$ cat config.mk
export PLATFORM = sky130hd
export DESIGN_NAME = sra_rx_core
export DESIGN_NICKNAME = d
export VERILOG_FILES = /design/src/rtl/sra_pkg.sv /design/src/rtl/sra_rx_core.sv
export SDC_FILE = /design/constraint.sdc
export NUM_CORES = 1
export LEC_CHECK = 0
export ABC_AREA = 1
export BUFFER_PORTS_ARGS = -buffer_cell sky130_fd_sc_hd__buf_2
export CORE_MARGIN = 2
export CORE_UTILIZATION = 50
export DETAILED_ROUTE_END_ITERATION = 7
export GPL_TIMING_DRIVEN = 0
export HOLD_SLACK_MARGIN = 0.05
export PLACE_DENSITY = 0.69
export SYNTH_ARGS = -nofsm -noshare
export SYNTH_HDL_FRONTEND = slang
export SYNTH_SLANG_ARGS = --single-unit
$ cat constraint.sdc
create_clock -name clk -period 4 [get_ports clk]
set_input_delay 0.8 -clock clk [delete_from_list [all_inputs] [get_ports clk]]
set_output_delay 0.8 -clock clk [all_outputs]
set_load 0.02 [all_outputs]
$ cat src/rtl/sra_pkg.sv
// constants, register map and framer states of the receive decode/align block
// assumes a 100 MHz system clock and an APB register port with 32-bit data
// Behaviour
// - decoded CMI violations pulse the coding error pin in serial use or in hardware mode with framing off
// - software mode logs CMI violations as a sticky event bit
// - lock indication shown on a pin, status bit and event bit
// - framing and alignment only in parallel mode with framing enabled
// - hunt for three F6 bytes then three 28 bytes, align bytes to it
// - hardware frame pulse marks third A2 byte for one byte clock
// - software chooses the frame pulse byte with a four-bit field
// - framing enable comes from a pin or a config bit, set before data
// - two good frames leave out-of-frame; alignment taken on entering in-frame
// - four bad frames declare out-of-frame, shown as status and event
// - out of frame, alignment and pulse position stay frozen
// - CMI with alignment off: frame pulse pin shows coding errors
// - loss alarm on a pin, a status bit and an event bit
// - fiber loss asserts after 3112 bit times without a transition
// - fiber loss clears after two framing words with no new loss
// - software picks one of four loss windows, 128 to 4096 bits
// - optional clear: at least 4 transitions in a sliding 32-bit window
// - transmit byte taken on falling edge, software may invert it
// - receive byte clock rises mid byte, software may invert it
// - on loss or unlock byte clock becomes reference, bytes forced zero
// - on loss or unlock serial clock becomes transmit clock, data zero
// - mode pin low is hardware mode, high is software mode
// - reference select low uses transmit clock, high the crystal
// - line select low is NRZ fiber, high is CMI coax
package sra_pkg;
    localparam logic [5:0] REG_CFG_IDX = 6'h00;
    localparam logic [5:0] REG_SUB_IDX = 6'h0a;
    localparam logic [5:0] REG_FRM_IDX = 6'h0c;
    localparam logic [5:0] REG_FPP_IDX = 6'h0d;
    localparam logic [5:0] REG_STA_IDX = 6'h0f;
    localparam logic [5:0] REG_EVT_IDX = 6'h10;
    localparam int CFG_CMI_BIT = 0;
    localparam int CFG_RXINV_BIT = 2;
    localparam int CFG_TXINV_BIT = 3;
    localparam int CFG_REF_BIT = 5;
    localparam int SUB_DIS_BIT = 7;
    localparam int FRM_LOSW_LSB = 0;
    localparam int FRM_LOSW_W = 2;
    localparam int FRM_EN_BIT = 3;
    localparam int FRM_DENS_BIT = 4;
    localparam int FPP_LSB = 3;
    localparam int FPP_W = 4;
    localparam int STA_LOCK_BIT = 0;
    localparam int STA_OOF_BIT = 1;
    localparam int STA_LOS_BIT = 2;
    localparam int EV_CMI = 0;
    localparam int EV_LOCK = 1;
    localparam int EV_OOF = 2;
    localparam int EV_LOS = 3;
    localparam int EV_W = 4;
    localparam logic [47:0] FRAME_WORD = 48'hf6f6f628_2828;
    localparam logic [3:0] HW_FP_BYTE = 4'h5;
    localparam int unsigned FRAME_BYTES_DFLT = 19440;
    localparam logic [1:0] FIND_FRAMES = 2'h2;
    localparam logic [2:0] LOSE_FRAMES = 3'h4;
    localparam logic [1:0] LOS_CLEAR_WORDS = 2'h2;
    localparam int NT_W = 13;
    localparam logic [12:0] LOS_HW_BITS = 13'hc28;
    localparam logic [12:0] LOS_WIN0 = 13'h080;
    localparam logic [12:0] LOS_WIN1 = 13'h200;
    localparam logic [12:0] LOS_WIN2 = 13'h400;
    localparam logic [12:0] LOS_WIN3 = 13'h1000;
    localparam int DENS_WIN = 32;
    localparam int DCNT_W = 6;
    localparam logic [5:0] DENS_MIN = 6'h04;
    // lock window is judged by the analog PLL, kept here for reference
    localparam int LOCK_PPM = 488;
    typedef enum logic [1:0] {
        FR_HUNT = 2'b00,
        FR_PRE = 2'b01,
        FR_INF = 2'b10
    } sra_frame_e;
endpackage : sra_pkg

$ cat src/rtl/sra_rx_core.sv
// receive decode, frame alignment, loss detection and output substitution
// assumes all pins except the APB port and nrst are asynchronous to clk and the line clock is far slower
`timescale 1ns/1ps
module sra_rx_core import sra_pkg::*; #(
    parameter int unsigned FRAME_BYTES = FRAME_BYTES_DFLT
) (
    input wire logic clk,
    input wire logic nrst,
    input wire logic psel,
    input wire logic penable,
    input wire logic pwrite,
    input wire logic [7:0] paddr,
    input wire logic [31:0] pwdata,
    output logic [31:0] prdata,
    output logic pready,
    output logic pslverr,
    input wire logic hw_sw_select,
    input wire logic frame_detect_enable_pin,
    input wire logic reference_select_pin,
    input wire logic line_mode_pin,
    input wire logic parallel_mode_pin,
    input wire logic pll_lock_in,
    input wire logic coax_loss_in,
    input wire logic line_clock,
    input wire logic line_data,
    input wire logic line_data_late,
    input wire logic tx_parallel_clock,
    input wire logic [7:0] tx_parallel_byte,
    input wire logic crystal_input,
    input wire logic [1:0] tx_serial_clock_pair,
    output logic [7:0] rx_parallel_byte,
    output logic rx_parallel_clock,
    output logic rx_frame_pulse,
    output logic coding_error_out,
    output logic signal_loss_alarm,
    output logic lock_out,
    output logic [1:0] rx_serial_clock_pair,
    output logic [1:0] rx_serial_data_pair,
    output logic [7:0] tx_byte_captured
);
    localparam int unsigned FRAME_BITS = FRAME_BYTES * 8;
    localparam int FCW = $clog2(FRAME_BITS);
    localparam int BW = $clog2(FRAME_BYTES);
    localparam int SW = 21;

    logic [SW-1:0] sync1_q, sync2_q;
    logic hw_s, fde_s, ref_s, mode_s, par_s, lock_s, closs_s;
    logic lck_s, ld_s, ldl_s, txpc_s, xtal_s, txs_s;
    logic [7:0] txd_s;
    assign {hw_s, fde_s, ref_s, mode_s, par_s, lock_s, closs_s, lck_s, ld_s,
            ldl_s, txpc_s, xtal_s, txs_s, txd_s} = sync2_q;

    // register file and bus answer
    logic [7:0] cfg_q, cfg_d, sub_q, sub_d, frm_q, frm_d, fpp_q, fpp_d;
    logic [EV_W-1:0] ev_q, ev_d, ev_set, ev_clr;
    logic [31:0] rdata_d;
    logic pready_d, perr_d;
    // line side state
    logic lck_p_q, txpc_p_q, lock_p_q, oof_p_q, los_p_q;
    logic last_one_q, last_one_d, last_bit_q, last_bit_d, sbit_q, sbit_d;
    logic [47:0] sh_q, sh_d;
    logic [FCW-1:0] fcnt_q, fcnt_d;
    logic [BW-1:0] bidx_q, bidx_d;
    logic [2:0] bph_q, bph_d, bad_q, bad_d;
    logic [1:0] good_q, good_d, fw_q, fw_d;
    logic [7:0] acc_q, acc_d, obyte_q, obyte_d;
    logic [NT_W-1:0] nt_q, nt_d;
    logic [DENS_WIN-1:0] dh_q, dh_d;
    logic [DCNT_W-1:0] dcnt_q, dcnt_d;
    sra_frame_e st_q, st_d;
    logic los_q, los_d, fp_q, fp_d, cerr_q, cerr_d;
    logic [7:0] pbyte_d, txb_d;
    logic pclk_d, sclk_d, sdat_d;

    // mode decode
    logic sw, cmi_mode, frm_en, ref_clk, alarm, subst, bstb, tx_edge;
    logic bit_now, cerr, trans, match, fend, hit, wr, byte_done, align;
    logic [NT_W-1:0] win;
    logic [3:0] fp_pos;
    logic [5:0] idx;

    always_comb begin
        sw = hw_s;
        cmi_mode = sw ? cfg_q[CFG_CMI_BIT] : mode_s;
        frm_en = par_s & (sw ? frm_q[FRM_EN_BIT] : fde_s);
        ref_clk = (sw ? cfg_q[CFG_REF_BIT] : ref_s) ? xtal_s : txpc_s;
        alarm = los_q | ~lock_s;
        subst = alarm & ~(sw & sub_q[SUB_DIS_BIT]);
        fp_pos = sw ? fpp_q[FPP_LSB +: FPP_W] : HW_FP_BYTE;
        bstb = lck_s & ~lck_p_q;
        // falling edge by default, rising when software inverts
        tx_edge = (sw & cfg_q[CFG_TXINV_BIT]) ? (txpc_s & ~txpc_p_q)
                                              : (~txpc_s & txpc_p_q);
        case (frm_q[FRM_LOSW_LSB +: FRM_LOSW_W])
            2'h0: win = LOS_WIN0;
            2'h1: win = LOS_WIN1;
            2'h2: win = LOS_WIN2;
            default: win = LOS_WIN3;
        endcase
        if (!sw) begin
            win = LOS_HW_BITS;
        end
    end

    // cmi decode: first half 0 and second 1 is a zero, equal halves a one
    always_comb begin
        cerr = 1'b0;
        last_one_d = last_one_q;
        if (!cmi_mode) begin
            bit_now = ld_s;
        end else if (ld_s == ldl_s) begin
            bit_now = 1'b1;
            cerr = (ld_s == last_one_q);
            last_one_d = ld_s;
        end else begin
            bit_now = 1'b0;
            cerr = ld_s;
        end
        if (!bstb) begin
            last_one_d = last_one_q;
        end
    end

    // framer: shift every bit, so every offset is tried while hunting
    always_comb begin
        sh_d = sh_q;
        fcnt_d = fcnt_q;
        st_d = st_q;
        good_d = good_q;
        bad_d = bad_q;
        align = 1'b0;
        match = 1'b0;
        fend = fcnt_q == FCW'(FRAME_BITS - 1);
        if (bstb) begin
            sh_d = {sh_q[46:0], bit_now};
            match = sh_d == FRAME_WORD;
            fcnt_d = fend ? '0 : fcnt_q + 1'b1;
            case (st_q)
                FR_HUNT: begin
                    if (match) begin
                        fcnt_d = '0;
                        good_d = 2'h1;
                        st_d = FR_PRE;
                    end
                end
                FR_PRE: begin
                    if (fend && match) begin
                        good_d = good_q + 1'b1;
                        if (good_d == FIND_FRAMES) begin
                            st_d = FR_INF;
                            bad_d = '0;
                            align = 1'b1;
                        end
                    end else if (fend) begin
                        st_d = FR_HUNT;
                    end
                end
                FR_INF: begin
                    if (fend) begin
                        bad_d = match ? '0 : bad_q + 1'b1;
                        if (bad_d == LOSE_FRAMES) begin
                            st_d = FR_HUNT;
                        end
                    end
                end
                default: st_d = FR_HUNT;
            endcase
        end
        if (!frm_en) begin
            st_d = FR_HUNT;
        end
    end

    // byte assembly; the phase changes only when in-frame is entered
    always_comb begin
        acc_d = acc_q;
        bph_d = bph_q;
        obyte_d = obyte_q;
        bidx_d = bidx_q;
        fp_d = fp_q;
        byte_done = bstb && bph_q == 3'h7;
        if (bstb) begin
            acc_d = {acc_q[6:0], bit_now};
            bph_d = bph_q + 1'b1;
            if (!frm_en) begin
                fp_d = cmi_mode & cerr;
            end
        end
        if (byte_done || align) begin
            obyte_d = acc_d;
            bph_d = '0;
            bidx_d = (bidx_q == BW'(FRAME_BYTES - 1)) ? '0 : bidx_q + 1'b1;
            if (align) begin
                bidx_d = BW'(HW_FP_BYTE);
            end
            if (frm_en) begin
                // held for a whole byte, position frozen while out of frame
                fp_d = bidx_d == BW'(fp_pos);
            end
        end
    end

    // loss of signal on the fiber path, analog detector on coax
    always_comb begin
        trans = bit_now ^ last_bit_q;
        last_bit_d = bstb ? bit_now : last_bit_q;
        nt_d = nt_q;
        dh_d = dh_q;
        dcnt_d = dcnt_q;
        fw_d = fw_q;
        los_d = los_q;
        hit = 1'b0;
        if (cmi_mode) begin
            los_d = closs_s;
        end else if (bstb) begin
            nt_d = trans ? '0 : ((nt_q == win) ? nt_q : nt_q + 1'b1);
            dh_d = {dh_q[DENS_WIN-2:0], trans};
            dcnt_d = dcnt_q + DCNT_W'(trans) - DCNT_W'(dh_q[DENS_WIN-1]);
            hit = nt_d >= win;
            if (hit) begin
                los_d = 1'b1;
                fw_d = '0;
            end else if (los_q && sw && frm_q[FRM_DENS_BIT]) begin
                los_d = dcnt_d < DENS_MIN;
            end else if (los_q && match) begin
                fw_d = fw_q + 1'b1;
                los_d = fw_d != LOS_CLEAR_WORDS;
                if (!los_d) begin
                    fw_d = '0;
                end
            end
        end
    end

    // apb slave: answer one cycle after setup, errors on unmapped words
    always_comb begin
        idx = paddr[7:2];
        wr = psel & penable & pready & pwrite & ~pslverr;
        pready_d = psel & ~penable;
        perr_d = 1'b0;
        rdata_d = prdata;
        cfg_d = cfg_q;
        sub_d = sub_q;
        frm_d = frm_q;
        fpp_d = fpp_q;
        ev_clr = '0;
        if (pready_d) begin
            rdata_d = '0;
            case (idx)
                REG_CFG_IDX: rdata_d = 32'(cfg_q);
                REG_SUB_IDX: rdata_d = 32'(sub_q);
                REG_FRM_IDX: rdata_d = 32'(frm_q);
                REG_FPP_IDX: rdata_d = 32'(fpp_q);
                REG_STA_IDX: rdata_d = 32'({los_q, st_q != FR_INF, lock_s});
                REG_EVT_IDX: rdata_d = 32'(ev_q);
                default: perr_d = 1'b1;
            endcase
            if (paddr[1:0] != 2'h0) begin
                perr_d = 1'b1;
                rdata_d = '0;
            end
        end
        if (wr) begin
            case (idx)
                REG_CFG_IDX: cfg_d = pwdata[7:0];
                REG_SUB_IDX: sub_d = pwdata[7:0];
                REG_FRM_IDX: frm_d = pwdata[7:0];
                REG_FPP_IDX: fpp_d = pwdata[7:0];
                REG_EVT_IDX: ev_clr = pwdata[EV_W-1:0];
                default: ev_clr = '0;
            endcase
        end
    end

    // sticky events, a new event wins over a clear in the same cycle
    always_comb begin
        ev_set = '0;
        ev_set[EV_CMI] = sw & bstb & cmi_mode & cerr;
        ev_set[EV_LOCK] = lock_s ^ lock_p_q;
        ev_set[EV_OOF] = (st_q != FR_INF) & ~oof_p_q;
        ev_set[EV_LOS] = los_q & ~los_p_q;
        ev_d = (ev_q & ~ev_clr) | ev_set;
    end

    // pin outputs
    always_comb begin
        pbyte_d = subst ? '0 : obyte_q;
        pclk_d = subst ? ref_clk
                       : ((bph_q >= 3'h4) ^ (sw & cfg_q[CFG_RXINV_BIT]));
        sbit_d = bstb ? bit_now : sbit_q;
        sclk_d = subst ? txs_s : lck_s;
        sdat_d = subst ? 1'b0 : sbit_q;
        cerr_d = bstb & cmi_mode & cerr & ((~sw & ~frm_en) | ~par_s);
        txb_d = tx_edge ? txd_s : tx_byte_captured;
    end

    always_ff @(posedge clk or negedge nrst) begin
        if (!nrst) begin
            sync1_q <= '0;
            sync2_q <= '0;
            {lck_p_q, txpc_p_q, lock_p_q, los_p_q} <= '0;
            oof_p_q <= 1'b1;
            {last_one_q, last_bit_q, sbit_q} <= '0;
            sh_q <= '0;
            fcnt_q <= '0;
            bidx_q <= '0;
            {bph_q, bad_q, good_q, fw_q} <= '0;
            {acc_q, obyte_q} <= '0;
            nt_q <= '0;
            dh_q <= '0;
            dcnt_q <= '0;
            st_q <= FR_HUNT;
            {los_q, fp_q, cerr_q} <= '0;
            {cfg_q, sub_q, frm_q, fpp_q} <= '0;
            ev_q <= '0;
            prdata <= '0;
            pready <= 1'b0;
            pslverr <= 1'b0;
            rx_parallel_byte <= '0;
            rx_parallel_clock <= 1'b0;
            lock_out <= 1'b0;
            rx_serial_clock_pair <= 2'h1;
            rx_serial_data_pair <= 2'h1;
            tx_byte_captured <= '0;
        end else begin
            sync1_q <= {hw_sw_select, frame_detect_enable_pin,
                        reference_select_pin, line_mode_pin,
                        parallel_mode_pin, pll_lock_in, coax_loss_in,
                        line_clock, line_data, line_data_late,
                        tx_parallel_clock, crystal_input,
                        tx_serial_clock_pair[1], tx_parallel_byte};
            sync2_q <= sync1_q;
            lck_p_q <= lck_s;
            txpc_p_q <= txpc_s;
            lock_p_q <= lock_s;
            oof_p_q <= st_q != FR_INF;
            los_p_q <= los_q;
            last_one_q <= last_one_d;
            last_bit_q <= last_bit_d;
            sbit_q <= sbit_d;
            sh_q <= sh_d;
            fcnt_q <= fcnt_d;
            bidx_q <= bidx_d;
            bph_q <= bph_d;
            bad_q <= bad_d;
            good_q <= good_d;
            fw_q <= fw_d;
            acc_q <= acc_d;
            obyte_q <= obyte_d;
            nt_q <= nt_d;
            dh_q <= dh_d;
            dcnt_q <= dcnt_d;
            st_q <= st_d;
            los_q <= los_d;
            fp_q <= fp_d;
            cerr_q <= cerr_d;
            cfg_q <= cfg_d;
            sub_q <= sub_d;
            frm_q <= frm_d;
            fpp_q <= fpp_d;
            ev_q <= ev_d;
            prdata <= rdata_d;
            pready <= pready_d;
            pslverr <= perr_d;
            rx_parallel_byte <= pbyte_d;
            rx_parallel_clock <= pclk_d;
            lock_out <= lock_s;
            rx_serial_clock_pair <= {sclk_d, ~sclk_d};
            rx_serial_data_pair <= {sdat_d, ~sdat_d};
            tx_byte_captured <= txb_d;
        end
    end

    assign rx_frame_pulse = fp_q;
    assign coding_error_out = cerr_q;
    assign signal_loss_alarm = los_q;
endmodule : sra_rx_core

# == After elaboration in Yosys (flattened, before gate mapping) ==
# Cells that the tools add are included.
# op_classes
addsub,9
n_mul,0
div,0
magnitude_cmp,3
eq_ne,32
shifts,0
n_mux,68
n_bitwise,46
n_reduce_logical,28
# ops
operator,n
$mux W18,3
$eq A48 B48 Y1 const B,1
$pmux W8 S6,1
$mux W15,3
$mux W13,3
$pmux W13 S3,1
$mux W32,1
$mux W1,29
$mux W2,13
$eq A6 B4 Y1 const B,4
$and A1 B1 Y1,23
$add A18 B1 Y18 const B,1
$eq A18 B18 Y1 const B,1
$mux W3,6
$mux W8,2
$add A15 B1 Y15 const B,1
$eq A15 B15 Y1 const B,1
$eq A15 B4 Y1,1
$not A1 Y1,15
$ne A2 B2 Y1 const B,7
$add A13 B1 Y13 const B,1
$eq A13 B13 Y1,1
$ge A13 B13 Y1,1
$mux W4,3
34 further kinds,63
# word_totals
register_bits,302
latchBits,0
ram_bits,0
romBits,0
out_inout_bits,59
word_cells,224
memories,0

# == Logic depth before layout (Yosys ltp) ==
# depth
ltp_word,13
depth_mapped,24

# == Worst setup path before layout ==
# Ideal clock, no wire load.
# synth_timing
path_type,flip-flop to flip-flop
startpoint,reg sync2_q[20]
endpoint,"reg los_q, in the netlist signal_loss_alarm"
arrival_time_ns,3.535
required_time_ns,3.924
path_slack_ns,0.388
stages_incl_launch_ff,24
path_buffers,3
synth_period_minus_slack_ns,3.612
path_cell_list,dfrtp_1 > buf_4 > inv_2 > buf_2 > nand2_1 > nand2_1 > nand2_1 > o21ai_1 > ha_1 > inv_1 > clkbuf_1 > ha_1 > inv_1 > ha_1 > inv_1 > fa_1 > o21ai_0 > xnor2_1 > nand3b_1 > o21ai_0 > a21oi_1 > nand3_1 > nand2_1 > o21ai_1
# synth_via
elab_chain_cells,10
# synth_lines
item,line_no,text
start: declaration,sra_rx_core.sv:46,"logic [SW-1:0] sync1_q, sync2_q;"
start signal: assignment,sra_rx_core.sv:332,sync2_q <= sync1_q;
$mux W1 *,sra_rx_core.sv:84,cmi_mode = sw ? cfg_q[CFG_CMI_BIT] : mode_s;
$mux W1 *,sra_rx_core.sv:109,if (!cmi_mode) begin
$xor A1 B1 Y1 *,sra_rx_core.sv:205,trans = bit_now ^ last_bit_q;
net trans,sra_rx_core.sv:77,"logic bit_now, cerr, trans, match, fend, hit, wr, byte_done, align;"
$add A6 B1 Y6,sra_rx_core.sv:218,dcnt_d = dcnt_q + DCNT_W'(trans) - DCNT_W'(dh_q[DENS_WIN-1]);
$sub A6 B1 Y6,sra_rx_core.sv:218,
$lt A6 B3 Y1,sra_rx_core.sv:224,los_d = dcnt_d < DENS_MIN;
$mux W1,sra_rx_core.sv:223,end else if (los_q && sw && frm_q[FRM_DENS_BIT]) begin
$mux W1,sra_rx_core.sv:220,if (hit) begin
$mux W1,sra_rx_core.sv:215,end else if (bstb) begin
$mux W1,sra_rx_core.sv:213,if (cmi_mode) begin
end signal: assignment,sra_rx_core.sv:354,los_q <= los_d;
end: declaration,sra_rx_core.sv:71,"logic los_q, los_d, fp_q, fp_d, cerr_q, cerr_d;"
# Mark *: on every way through the listed nets, which the timed path passes. The rest lies on a longest branch. The select of a mux whose other input is x is not followed.
# A chain may end at the register's enable or synchronous reset.

# == Final worst setup path ==
# layout_timing
startpoint,reg sync2_q[20]
endpoint,reg fw_q[0]
# layout_via
elab_chain_cells,7
# layout_lines
item,line_no,text
$mux W1 *,sra_rx_core.sv:84,
$mux W1 *,sra_rx_core.sv:109,
$xor A1 B1 Y1 *,sra_rx_core.sv:205,
net trans,sra_rx_core.sv:77,
$mux W13 *,sra_rx_core.sv:216,nt_d = trans ? '0 : ((nt_q == win) ? nt_q : nt_q + 1'b1);
$ge A13 B13 Y1 *,sra_rx_core.sv:219,hit = nt_d >= win;
$ne A2 B2 Y1 (no source line) or $reduce_bool A2 Y1 (tied branches),-,
$reduce_and A4 Y1 (no source line),-,
end signal: assignment,sra_rx_core.sv:347,fw_q <= fw_d;
end: declaration,sra_rx_core.sv:65,"logic [1:0] good_q, good_d, fw_q, fw_d;"
# Mark *: on every way through the listed nets, which the timed path passes. The rest lies on a longest branch.

==> results.yml <==
sta:
  hold_viol_final: 0
  finalSetupViolations: 0
  maxClockFrequency_mhz: 273
  maxSlewViolCount: 0
  final_min_period_over_clock_period_pct: 91.6
  setup_total_negative_slack_ns: 0
  finClkSkew_ns: 0.0183
  timing_worst_slew_pin_value_ns: 0.750
  final.setup.worst_slack_ns: 0.338
  slew_headroom_pct: 49.7
  min_period_ns: 3.66
placed_design:
  replace_congestion: 0.890
  detailedPlacementHpwl_mm: 19.5
  total_of_buffers_placed_on_input_and_output_ports: 76
  numPlacedInstances: 1948
  place_ws_ns: -0.503
logic_synthesis:
  synth.top_cell.area_share_pct: 53.3
  synth.top_cells.by_count: "436 x sky130_fd_sc_hd__nand2_1, 273 x sky130_fd_sc_hd__dfrtp_1, 136 x sky130_fd_sc_hd__inv_1, 135 x sky130_fd_sc_hd__nor2_1, 124 x sky130_fd_sc_hd__o21ai_0"
  synthDistinctLibCells: 53
  ys_seq_elements: 276
  synth.yosys.seq_area_share_pct: 54.0
  netlist_area_mm2: 0.0128
  ys_top_cells_by_area: "sky130_fd_sc_hd__dfrtp_1 53%, sky130_fd_sc_hd__nand2_1 13%, sky130_fd_sc_hd__o21ai_0 4.8%"
  avgSynthCellArea_um2: 8.44
  yosysMostFrequentCell: "sky130_fd_sc_hd__nand2_1"
  syn_inst: 1517
  area_leader_netlist: "sky130_fd_sc_hd__dfrtp_1"
  synth_edf_count: 0
  yosys_warnings: 0
  synth_top_flop_cell: "sky130_fd_sc_hd__dfrtp_1"
  async_reset_ff_share_pct: 100
cts:
  path_clk_slew_ns: 0.06
  cts-htree-levels: 1
  clockBufferDepth: 3
  cts_inserted_buffers: 30
  tritoncts: "yes"
  clk_root_buffer_cell: "sky130_fd_sc_hd__clkbuf_16"
  clk_latency_ns: 0.56
  cts_sinks: 276
routing:
  route.vias.total: 10270
  route.detailed.drc: 0
  drt-met1-wl_mm: 13.4
  ant_nets: 0
  detail_route.iter0.violations: 744
  maxUsedRoutingLayer: "met4"
  dr_wl_met3_mm: 1.44
  met2WireLength_mm: 13.0
  viasPerCell: 5.12
  avgRoutedWirePerCell_um: 14.1
  detail_route.wirelength_mm: 28.3
  detailedRoute.firstPassIterationCount: 5
global_route:
  grt_max_degree: 114
  total_grt_usage_pct: 21.7
  grt_antenna_before_repair: 0
  first_global_vias: 9937
  grt_first_pass_wirelength_mm: 47.8
  global_route.overflow_total: 0
layout:
  drive_gt1_share_pct: 14.3
  antenna-diode-count: 0
  n_fill_cell: 2266
  multiInputGateArea_mm2: 0.00504
  area.sequential_mm2: 0.00691
  nNetsFinal: 1742
  final_core_util_pct: 59.0
  stdcell_count: 2005
  flow.area_growth_from_synthesis_pct: 16.1
power_and_ir_drop:
  power_leakage_nw: 7.30
  power.density_mw_per_mm2: 506
  peakVddDrop_v: 0.000379
worst_setup_path:
  worstSetupStartpointType: "register"
  worst-path-max-fanout: 10
  r2r_start: "sync2_q[20]$_DFF_PN0_"
  worst_ep_required_time_ns: 4.44
  crit_type: "reg2reg"
  r2r.worst_path.cells: 21
  ff2ff_setup_slack_ns: 0.34
  cp.arrival_ns: 4.10
  worst_setup_path_end_kind: "register"
  setup.worst_path.start: "sync2_q[20]$_DFF_PN0_"
  terminus_of_the_critical_flop_to_flop_path: "fw_q[0]$_DFFE_PN0P_"
floorplanning:
  dieWidth_um: 164
  floorplan.initialDensity_pct: 50.9
  die_h_um: 164
  num_io_pins: 126
  rows: 58
  design.core.area_mm2: 0.0252
  fp.dieArea_mm2: 0.0269
hold_path:
  class_of_the_tightest_hold_or_removal_check: "in2async"
run_status:
  run_status: "finished clean"
run:
  max-cap-violations: 0
area by class of cell:
| cell class | count | share of cell area (%) |
|---|---|---|
| sequential | 276 | 46.5 |
| multi-input combinational | 1037 | 33.9 |
| clock buffer | 32 | 5.23 |
| inverter | 163 | 4.14 |
| timing repair buffer | 81 | 3.15 |
| tap | 330 | 2.78 |
| buffer | 62 | 2.34 |
| clock inverter | 24 | 1.99 |
kinds of logic after synthesis:
| logic type | share of synthesized area [%] |
|---|---|
| simple gates | 23.6 |
| flops | 54.0 |
| compound gates | 10.2 |
| buf+inv | 7.54 |
| fa+ha+maj | 2.40 |
| xor+xnor | 1.57 |
| mux | 0.703 |
| other cells | 0.0293 |
metal layers:
layer	global-route usage, %	vias to the layer above
met5	0	-
met4	5.26	0
met3	3.33	44
met2	35.0	234
met1	30.9	4880
li1	-	5112
critical path: stages, from the launching register on:
cell	delay (ns)
sky130_fd_sc_hd__dfrtp_2	0.43
sky130_fd_sc_hd__buf_4	0.19
sky130_fd_sc_hd__buf_4	0.19
sky130_fd_sc_hd__nand2_1	0.13
sky130_fd_sc_hd__nand2_2	0.12
sky130_fd_sc_hd__o21ai_1	0.31
sky130_fd_sc_hd__ha_4	0.29
sky130_fd_sc_hd__clkinvlp_4	0.09
sky130_fd_sc_hd__buf_4	0.17
sky130_fd_sc_hd__o21ai_0	0.10
sky130_fd_sc_hd__a21oi_1	0.24
sky130_fd_sc_hd__ha_1	0.28
sky130_fd_sc_hd__nand2_1	0.07
sky130_fd_sc_hd__inv_1	0.04
sky130_fd_sc_hd__nand3_1	0.08
sky130_fd_sc_hd__nor2_1	0.07
sky130_fd_sc_hd__a21oi_1	0.14
sky130_fd_sc_hd__nand2_1	0.08
sky130_fd_sc_hd__nor2_2	0.19
sky130_fd_sc_hd__nand3_1	0.13
sky130_fd_sc_hd__a21oi_1	0.14
sky130_fd_sc_hd__nor2_1	0.05
power breakdown:
| group | switching, mW | total (mW) | internal (mW) |
|---|---|---|---|
| clock | 1.15 | 2.94 | 1.80 |
| sequential | 0.214 | 3.30 | 3.09 |
| combinational | 0.790 | 1.27 | 0.482 |
metrics by stage:
step                      instance area [um^2]  hold slack [ns]  power (mW)
after floorplan                          12900            0.331        4.21
after global placement                   13700            0.331        4.54
after detailed placement                 13800            0.335        4.58
after CTS                                14800            0.168        7.57
after global routing                     14900            0.172        7.93
final                                    14900            0.163        7.52
sequential cells by signal, indices dropped and copies added, names as in the netlist, 3 cells and up:
register	cells
sh_q	47
dh_q	32
sync1_q	21
sync2_q	21
fcnt_q	18
bidx_q	15
nt_q	13
cfg_q	8
fpp_q	8
frm_q	8
obyte_q	8
prdata	8
rx_parallel_byte	8
sub_q	8
tx_byte_captured	8
acc_q	7
dcnt_q	6
ev_q	4
bad_q	3
bph_q	3
repair_timing:
| item | CTS | global route |
|---|---|---|
| pin swaps | 0 | 1 |
| buffers inserted | 1 | 2 |
| gates resized for setup | 4 | 7 |
| hold buffers | 0 | 0 |
| setup endpoints to repair | 4 | 3 |
cells in the final DEF, fill, tap and decap left out, types with 12 or more instances in the layout:
cell,n
sky130_fd_sc_hd__nand4_1,20
sky130_fd_sc_hd__conb_1,24
sky130_fd_sc_hd__inv_1,135
sky130_fd_sc_hd__inv_2,26
sky130_fd_sc_hd__clkbuf_1,23
sky130_fd_sc_hd__dfrtp_1,272
sky130_fd_sc_hd__ha_1,22
sky130_fd_sc_hd__o21ai_0,122
sky130_fd_sc_hd__xor2_1,13
sky130_fd_sc_hd__nor2_1,135
sky130_fd_sc_hd__buf_2,80
sky130_fd_sc_hd__nand2_1,435
sky130_fd_sc_hd__nor3_1,27
sky130_fd_sc_hd__buf_4,30
sky130_fd_sc_hd__clkinv_2,12
sky130_fd_sc_hd__a21oi_1,38
sky130_fd_sc_hd__clkbuf_16,30
sky130_fd_sc_hd__o21ai_1,49
sky130_fd_sc_hd__nand3_1,52
how the worst max path moves through the flow:
| stage | endpoint | slack, ns | cells after the start |
|---|---|---|---|
| floorplan | signal_loss_alarm$_DFFE_PN0P_ | 0.39 | 23 |
| global placement | sh_q[19]$_DFFE_PN0P_ | -2.90 | 1 |
| detailed placement | signal_loss_alarm$_DFFE_PN0P_ | -0.50 | 22 |
| CTS | signal_loss_alarm$_DFFE_PN0P_ | 0.008 | 20 |
| global route | signal_loss_alarm$_DFFE_PN0P_ | -0.006 | 21 |
| finish | fw_q[0]$_DFFE_PN0P_ | 0.34 | 21 |
(Power assumes the default switching activity.)
